==> config.mk <==
export PLATFORM = sky130hd
export DESIGN_NAME = prog_bus_ctrl
export DESIGN_NICKNAME = d
export VERILOG_FILES = /design/src/core/prog_bus_ctrl.v /design/src/core/reset_qualifier.v
export VERILOG_INCLUDE_DIRS = /design/src /design/src/inc
export SDC_FILE = /design/constraint.sdc
export NUM_CORES = 1
export LEC_CHECK = 0
export BUFFER_PORTS_ARGS = -buffer_cell sky130_fd_sc_hd__buf_2
export CAP_MARGIN = 20
export CORE_AREA = 2 2 106 108
export CTS_CLUSTER_SIZE = 20
export DETAILED_ROUTE_END_ITERATION = 16
export DIE_AREA = 0 0 108 110
export GPL_TIMING_DRIVEN = 0
export PLACE_DENSITY = 0.47
export REMOVE_ABC_BUFFERS = 1
export SYNTH_ARGS = -nofsm -noshare
export SYNTH_HDL_FRONTEND = slang
export SYNTH_SLANG_ARGS = --single-unit
==> constraint.sdc <==
create_clock -name CLK_SYS -period 5.64 [get_ports CLK_SYS]
set_input_delay 1.128 -clock CLK_SYS [delete_from_list [all_inputs] [get_ports CLK_SYS]]
set_output_delay 1.128 -clock CLK_SYS [all_outputs]
set_load 0.03 [all_outputs]
==> src/inc/prog_bus_regs.vh <==
// Timing counts and address limits of the external program bus block.
`ifndef PROG_BUS_REGS_VH
`define PROG_BUS_REGS_VH
`define CLKS_PER_MC        3'h4
`define RESET_HOLD_MC      2'h2
`define INT_ROM_TOP_BIT    15
`define STROBE_WAIT        2'h2
`define ST_IDLE            5'h01
`define ST_ADDR            5'h02
`define ST_LATCH           5'h04
`define ST_STROBE          5'h08
`define ST_DONE            5'h10
`endif

==> src/core/prog_bus_ctrl.v <==
// External program-memory bus control: fetch routing, multiplexed port zero, strobes.
`include "prog_bus_regs.vh"
module prog_bus_ctrl (
  input  wire        CLK_SYS,
  input  wire        RESET_N,
  input  wire        EXTERNAL_FETCH_SELECT_N,
  input  wire        RESET_PIN,
  input  wire        FETCH_REQ,
  input  wire        CODE_TABLE_READ,
  input  wire [15:0] FETCH_ADDR,
  input  wire [7:0]  INT_ROM_DATA,
  output wire        FETCH_READY,
  output reg  [7:0]  FETCH_DATA,
  output reg         FETCH_VALID,
  output reg         FETCH_EXTERNAL,
  output wire        CORE_RESET,
  input  wire [7:0]  PORT_ZERO_BUS_IN,
  output reg  [7:0]  PORT_ZERO_BUS_OUT,
  output reg  [7:0]  PORT_ZERO_BUS_OE_N,
  output reg  [7:0]  PORT_TWO_BUS_OUT,
  output reg         ADDR_LATCH_STROBE,
  output reg         PROGRAM_FETCH_STROBE_N
);
  reg  [4:0] state_r;
  reg  [4:0] state_nxt;
  reg  [1:0] phase_r;
  reg  [7:0] p0_meta_r;
  reg  [7:0] p0_sync_r;
  reg  [1:0] sel_sync_r;
  reg  [1:0] rst_sync_r;
  reg  [1:0] wait_r;
  reg  [1:0] wait_nxt;
  reg  [7:0] addr_lo_r;
  reg  [7:0] addr_lo_nxt;
  reg        drive_lo_r;
  reg        drive_lo_nxt;
  reg  [7:0] data_nxt;
  reg        valid_nxt;
  reg        external_nxt;
  reg  [7:0] port_two_nxt;
  reg        latch_nxt;
  reg        strobe_n_nxt;
  wire       mc_tick;
  wire       go_external;
  wire       bus_reset;
  wire       take;
  wire [7:0] oe_n_nxt;
  wire [7:0] port_zero_nxt;

  assign mc_tick   = (phase_r == `CLKS_PER_MC - 3'h1);
  assign bus_reset = !RESET_N || CORE_RESET;
  // Select input is low-active on the pin; above 32 KB is always external.
  assign go_external = !sel_sync_r[1] || FETCH_ADDR[`INT_ROM_TOP_BIT];
  assign FETCH_READY = (state_r == `ST_IDLE) && !CORE_RESET;
  assign take        = FETCH_REQ && FETCH_READY;

  always @(posedge CLK_SYS) begin
    if (!RESET_N) begin
      phase_r    <= 2'h0;
      p0_meta_r  <= 8'hFF;
      p0_sync_r  <= 8'hFF;
      sel_sync_r <= 2'h3;
      rst_sync_r <= 2'h0;
    end else begin
      phase_r    <= phase_r + 2'h1;
      p0_meta_r  <= PORT_ZERO_BUS_IN;
      p0_sync_r  <= p0_meta_r;
      sel_sync_r <= {sel_sync_r[0], EXTERNAL_FETCH_SELECT_N};
      rst_sync_r <= {rst_sync_r[0], RESET_PIN};
    end
  end

  reset_qualifier u_rstq (
    .clk        (CLK_SYS),
    .reset_n    (RESET_N),
    .mc_tick    (mc_tick),
    .pin_sync   (rst_sync_r[1]),
    .core_rst_r (CORE_RESET)
  );

  // Port zero is open drain: a line is pulled only for a zero address bit,
  // and a one is left to the pull-up. While released every enable is high.
  genvar b;
  generate
    for (b = 0; b < 8; b = b + 1) begin : g_p0_drive
      assign oe_n_nxt[b]      = drive_lo_nxt ? addr_lo_nxt[b] : 1'b1;
      assign port_zero_nxt[b] = drive_lo_nxt ? addr_lo_nxt[b] : 1'b1;
    end
  endgenerate

  // Next-state logic of one access. An external access runs:
  // take, latch pulse with the low address out, latch low with the address
  // still out, then the strobe with the port released, then the data sample.
  // The strobe is held low long enough for the returned byte to cross the
  // two-stage port sampler; a shorter strobe would read the address back.
  always @* begin
    state_nxt    = state_r;
    wait_nxt     = wait_r;
    addr_lo_nxt  = addr_lo_r;
    drive_lo_nxt = drive_lo_r;
    data_nxt     = FETCH_DATA;
    valid_nxt    = 1'b0;
    external_nxt = FETCH_EXTERNAL;
    port_two_nxt = PORT_TWO_BUS_OUT;
    latch_nxt    = 1'b0;
    strobe_n_nxt = 1'b1;
    case (state_r)
      `ST_IDLE: begin
        if (take) begin
          if (go_external) begin
            state_nxt    = `ST_ADDR;
            external_nxt = 1'b1;
            addr_lo_nxt  = FETCH_ADDR[7:0];
            drive_lo_nxt = 1'b1;
            port_two_nxt = FETCH_ADDR[15:8];
            latch_nxt    = 1'b1;
          end else begin
            // Internal code never touches the pins, so no strobe either.
            data_nxt     = INT_ROM_DATA;
            valid_nxt    = 1'b1;
            external_nxt = 1'b0;
          end
        end
      end
      `ST_ADDR: begin
        // Latch strobe is high in this state and falls next while the address still stands.
        state_nxt = `ST_LATCH;
      end
      `ST_LATCH: begin
        drive_lo_nxt = 1'b0;
        strobe_n_nxt = 1'b0;
        wait_nxt     = `STROBE_WAIT;
        state_nxt    = `ST_STROBE;
      end
      `ST_STROBE: begin
        if (wait_r != 2'h0) begin
          strobe_n_nxt = 1'b0;
          wait_nxt     = wait_r - 2'h1;
        end else begin
          data_nxt  = p0_sync_r;
          state_nxt = `ST_DONE;
        end
      end
      `ST_DONE: begin
        valid_nxt = 1'b1;
        state_nxt = `ST_IDLE;
      end
      default: begin
        state_nxt = `ST_IDLE;
      end
    endcase
  end

  // Registers of the access. Both resets return the pins to the released
  // level so that a cut access leaves nothing driven on the bus.
  always @(posedge CLK_SYS) begin
    if (bus_reset) begin
      state_r                <= `ST_IDLE;
      wait_r                 <= 2'h0;
      addr_lo_r              <= 8'h00;
      drive_lo_r             <= 1'b0;
      FETCH_DATA             <= 8'h00;
      FETCH_VALID            <= 1'b0;
      FETCH_EXTERNAL         <= 1'b0;
      PORT_ZERO_BUS_OUT      <= 8'hFF;
      PORT_ZERO_BUS_OE_N     <= 8'hFF;
      PORT_TWO_BUS_OUT       <= 8'hFF;
      ADDR_LATCH_STROBE      <= 1'b0;
      PROGRAM_FETCH_STROBE_N <= 1'b1;
    end else begin
      state_r                <= state_nxt;
      wait_r                 <= wait_nxt;
      addr_lo_r              <= addr_lo_nxt;
      drive_lo_r             <= drive_lo_nxt;
      FETCH_DATA             <= data_nxt;
      FETCH_VALID            <= valid_nxt;
      FETCH_EXTERNAL         <= external_nxt;
      PORT_ZERO_BUS_OUT      <= port_zero_nxt;
      PORT_ZERO_BUS_OE_N     <= oe_n_nxt;
      PORT_TWO_BUS_OUT       <= port_two_nxt;
      ADDR_LATCH_STROBE      <= latch_nxt;
      PROGRAM_FETCH_STROBE_N <= strobe_n_nxt;
    end
  end
endmodule

==> src/core/reset_qualifier.v <==
// Reset pin filter: asserts a reset once the high level has been seen at two successive machine-cycle ticks.
`include "prog_bus_regs.vh"
module reset_qualifier (
  input  wire clk,
  input  wire reset_n,
  input  wire mc_tick,
  input  wire pin_sync,
  output reg  core_rst_r
);
  reg [1:0] held_r;

  always @(posedge clk) begin
    if (!reset_n) begin
      held_r     <= 2'h0;
      core_rst_r <= 1'b0;
    end else if (!pin_sync) begin
      held_r     <= 2'h0;
      core_rst_r <= 1'b0;
    end else if (mc_tick) begin
      if (held_r == `RESET_HOLD_MC - 2'h1) begin
        core_rst_r <= 1'b1;
      end else begin
        held_r <= held_r + 2'h1;
      end
    end
  end
endmodule

Word level (Yosys, flattened, before mapping)
Index checks and enable logic that the tools add are counted.
{ "op_classes": {"addsub": 3, "n_mul": 0, "div_mod_pow": 0, "n_lt_le_gt_ge": 0, "eq_ne": 12, "n_shift": 0, "n_mux": 22, "bitwise_logic": 4, "n_reduce_logical": 20} }
{ "op_table": {"columns": ["operator", "count"], "rows": [
  ["$mux W8", 6],
  ["$pmux W5 S4", 1],
  ["$pmux W8 S2", 1],
  ["$mux W5", 3],
  ["$ne A2 B2 Y1 const B", 5],
  ["$reduce_and A2 Y1", 5],
  ["$mux W1", 6],
  ["$pmux W1 S2", 3],
  ["$reduce_and A3 Y1", 2],
  ["$reduce_bool A2 Y1", 3],
  ["$eq A5 B1 Y1 const B", 1],
  ["$eq A5 B2 Y1 const B", 1],
  ["$eq A5 B3 Y1 const B", 1],
  ["$eq A5 B4 Y1 const B", 1],
  ["$eq A5 B5 Y1 const B", 1],
  ["$add A2 B1 Y2 const B", 2],
  ["$not A1 Y1", 4],
  ["$pmux W2 S2", 1],
  ["$reduce_and A4 Y1", 1],
  ["$logic_not A1 Y1", 3],
  ["$reduce_or A3 Y1", 1],
  ["$eq A2 B1 Y1 const B", 1],
  ["$eq A2 B2 Y1 const B", 1],
  ["$logic_and A1 B1 Y1", 2],
  ["other kinds (4)", 5]
]} }
{ "totals": {"register_bits": 69, "latchBits": 0, "ram_bits": 0, "mem_bits_ro": 0, "input_bits": 38, "elab_cells": 79, "mem_count": 0} }

Depth between registers and ports, before layout
{ "depth": {"ltp_word": 7, "ltp_mapped": 8, "ltp_nobuf": 6} }

Modules after synthesis
From an unflattened synthesis, not the netlist that was laid out.
{ "hier_totals": {"hier_cells": 258, "area_unflattened_um2": 2607.5} }
{ "modules_own_cells": {"columns": ["mod", "n_inst", "cells_per_inst", "area_per_inst_um2"], "rows": [
  ["prog_bus_ctrl", 1, 245, 2482.4],
  ["reset_qualifier", 1, 13, 125.1]
]} }

Least setup slack after synthesis
OpenSTA, ideal clock, no wires.
{ "synth_path": {"kind": "register to output", "start": "reg state_r[3]", "end": "out FETCH_READY", "arrival_time_ns": 1.539, "required_time_ns": 4.512, "path_slack_ns": 2.973, "path_stages_with_launch": 6, "path_buffers": 2, "path_cell_list": "dfxtp_1 > buf_4 > or3_4 > buf_6 > or2_0 > nor2_1"} }
{ "synth_between": {"elab_chain_len": 2} }
{ "synth_lines": {"columns": ["item", "line", "rtl"], "rows": [
  ["start, declared", "prog_bus_ctrl.v:24", "reg [4:0] state_r;"],
  ["start signal, assigned", "prog_bus_ctrl.v:158", "state_r <= `ST_IDLE;"],
  ["start signal, assigned", "prog_bus_ctrl.v:171", "state_r <= state_nxt;"],
  ["$eq A5 B1 Y1", null, null],
  ["$logic_and A1 B1 Y1", "prog_bus_ctrl.v:54", "assign FETCH_READY = (state_r == `ST_IDLE) && !CORE_RESET;"],
  ["end, declared", "prog_bus_ctrl.v:12", "output wire FETCH_READY,"]
]} }
No other way between the ends.

Worst setup path after layout
Same ends and word-level chain as after synthesis.

==> impl_results.md <==
- Pre-antenna DRT Iters: 4
- Die X: between 100 and 150 microns
- Clk sinks: between 60 and 70
- Fraction of the cycle the final worst path needs: 50.7%
- Top post-synthesis cells by count: sky130_fd_sc_hd__dfxtp_1, sky130_fd_sc_hd__nand2_1, sky130_fd_sc_hd__nand2b_1, sky130_fd_sc_hd__a21oi_1, sky130_fd_sc_hd__nand3_1
- Unrepaired setup endpoints after global routing: no
- Detailed-route DRC error count: 0
- Startpoint Class: register
- Placed cell count: 452
- Maximum number of pins on one net before global-route repair: 26
- Number of input and output port buffers inserted: 74
- Post-synthesis cell type with the largest combined area: sky130_fd_sc_hd__dfxtp_1
- H-tree levels: 3
- Hold path start: p0_meta_r[1]
- Post-CTS setup buffers: 0
- Root Buffer Master: sky130_fd_sc_hd__clkbuf_8
- Multi-input logic area: 1050 sq um
- Final Skew: 8.15 ps
- Final setup violation count: 0
- Longest individual stage delay on the worst path: 450 ps
- Number of max-slew violations in the final report: 0
- Synth cell types: 43
- Clock tree from TritonCTS: yes
- Clock slew seen by the registers of the worst setup and hold paths: approximately 80 ps
- Element type at the critical path end: primary output
- GP Congestion: 0.666
- Nets: 365
- Die Y: 110 microns
- Total CTS buffers: 9
- Most common cell in the netlist: sky130_fd_sc_hd__dfxtp_1
- Clock Latency Late Sink: 340 ps
- Routed via count: 1974
- WL met3: 371 microns
- Sequential cell area: 1380 sq um
- Met1 Routed Length: 2530 microns
- Site Rows: 38
- Status: finished, final reports clean
- Drt initial violations: 81
- Fill count: 1147
- Combinational family with the most area after synthesis: simple AND/OR/NAND/NOR gates
- Number of enable flip-flop cells after synthesis: 0
- Post-Syn Instances: between 200 and 300
- Synthesized-area fraction occupied by ao, oa, aoi and oai cells: ~14%
- Worst voltage drop across the vdd grid: 0.150 mV
- Portion of synthesized cell area occupied by the leading cell type: between 50% and 60%
- Fraction of the mapped netlist area in simple logic gates: 20.6%
- Number of buffers added to fix hold violations after cts: 0
- Fin cells: 469
- Max frequency: 350 MHz
- WL final: 5410 microns
- Most area-consuming cells after synthesis: sky130_fd_sc_hd__dfxtp_1, sky130_fd_sc_hd__nand2b_1, sky130_fd_sc_hd__nand2_1
- Required time at the worst-slack endpoint: 4510 ps
- Total core area: ~11000 sq um
- Slew headroom: 39.5%
- Number of antenna violations at the first check in global routing: 0
- Uppermost signal routing layer after detailed routing: met4
- Wire length on met2: 2430 microns
- Fraction of final layout cells sized beyond drive strength 1: 32.8%
- Xor/xnor cell area share of the yosys netlist: 0.673%
- Pin slew with the least headroom to its limit: roughly 900 ps
- Post-Syn Area: 2600 sq um
- Total power consumption of the routed design: 1120 uW
- Wire length per cell: 11.5 microns
- CP startpoint: state_r[3]
- Maximum clock insertion buffer count: 2
- Via-to-Cell Ratio: 4.21
- Initial Util: between 20% and 30%
- Post-Synthesis Mean Instance Area: approximately 10 sq um
- Total of cells resized after clock tree synthesis: 0
- Final-layout setup total negative slack: 0 ps
- All-Layer GR Usage: about a tenth
- Path type of the worst min-delay path: register to register
- Number of global-route vias before repair: 1884
- Top fanout value on the critical path: 10
- Mux contribution to synthesized area: roughly 3.5%
- Final count of hold timing violations: 0
- DIE AREA: 11900 sq um
- Reported leakage power: around 0.0014 uW
- Critical Path, Cell by Cell: or3_4 > or2_0 > nor2_1 > buf_2
- Post-synthesis sequential element count: 69
- IO Pins: 76
- Asr flop ratio synth: 0%
- Start-to-end type of the worst setup path: register to primary output
- Inserted Diodes: 0
- Warnings from Yosys: 0
- Primary flip-flop cell chosen by synthesis mapping: sky130_fd_sc_hd__dfxtp_1
- Dpl hpwl: 3730 microns
- Period minus WS final: 2860 ps
- Seq/Total Area, Yosys: 53.1%
- Slowest stage cell on the critical path: sky130_fd_sc_hd__or3_4
- Max cap viols: 0
- Remaining number of nets flagged by the antenna check after routing: 0
- Layout Utilization: 30.3%
- Area growth syn-to-layout: 24.7%
- Smallest hold slack: 409 ps
- Origin of the critical flop-to-flop path: state_r[3]
- Congestion Overflow GR: 0
- Adder and majority gate portion of the synthesized area: 1.44%
- Wire length of the first global-routing pass: 8850 microns
- Worst Path Arrival: 1730 ps
- PD cells: 345 nW/um^2
## flip-flops by register name, indices dropped and copies added, names as in the netlist, 5 cells and up
| signal | cells |
|---|---|
| p0_sync_r | 8 |
| PORT_TWO_BUS_OUT | 8 |
| p0_meta_r | 8 |
| PORT_ZERO_BUS_OE_N | 8 |
| FETCH_DATA | 8 |
| addr_lo_r | 8 |
| state_r | 5 |
## cells by family after synthesis
logic type	count (synthesis)
mux	8
flops	69
fa+ha+maj	3
buf+inv	28
compound gates	48
xor+xnor	2
simple gates	100
## layout by cell type, fill, tap and decap left out, types with 2 or more instances in the layout
master	synthesis	routed
sky130_fd_sc_hd__nand2_1	33	33
sky130_fd_sc_hd__nand3_1	12	12
sky130_fd_sc_hd__buf_2	2	74
sky130_fd_sc_hd__ha_1	3	3
sky130_fd_sc_hd__a211oi_1	2	2
sky130_fd_sc_hd__dfxtp_1	69	69
sky130_fd_sc_hd__a21oi_1	12	12
sky130_fd_sc_hd__nor2_1	11	11
sky130_fd_sc_hd__o21bai_1	8	8
sky130_fd_sc_hd__nor2b_1	6	5
sky130_fd_sc_hd__nand2b_1	21	21
sky130_fd_sc_hd__clkinv_4	0	3
sky130_fd_sc_hd__o211a_1	8	8
sky130_fd_sc_hd__clkbuf_8	0	9
sky130_fd_sc_hd__and2_1	4	4
sky130_fd_sc_hd__mux2_2	8	8
sky130_fd_sc_hd__o21ai_0	3	3
sky130_fd_sc_hd__o32a_1	8	8
sky130_fd_sc_hd__inv_2	2	2
sky130_fd_sc_hd__inv_1	5	5
## cell type report
type	count	area share, %
clock buffers	10	3.93
clock inverters	6	2.24
inverters	7	0.810
multi-input cells	161	32.5
flip-flops and latches	69	42.6
well taps	140	5.40
repair buffers	76	12.6
## routing by layer
metal / global-route usage (%) / up-vias
met4: 3.85 / 0
met1: 11.3 / 894
met2: 16.0 / 61
met3: 3.47 / 9
li1: - / 1010
met5: 0 / -
## metrics by stage
| step | area [sq um] | setup slack, ps |
|---|---|---|
| floorplan | 2460 | 3090 |
| global placement | 3000 | 1760 |
| detailed placement | 3030 | 2590 |
| CTS | 3230 | 2750 |
| global route | 3250 | 2660 |
| finish | 3250 | 2780 |
## worst max-delay path: cells and delay by family, from the launching register on
kind          cells  cell delay [ps]
simple gates      3              790
flops             1              400
buf+inv           1              200
## report_power, final
group	switching [uW]	internal, uW	leakage (uW)
clock network	195	208	0.0000971
logic	115	67.5	0.000725
registers	13.7	520	0.000568
total	324	796	0.00139
## path summary, 6_finish.rpt
path                                              end  slack, ps  depth (start not counted)
worst max-delay path                      FETCH_READY       2780                          4
worst max register to register  PORT_ZERO_BUS_OE_N[2]       3570                          4
worst min-delay path                     p0_sync_r[1]        410                          1
worst min register to register           p0_sync_r[1]        410                          1
No activity file was read; power rests on OpenSTA's default activity.
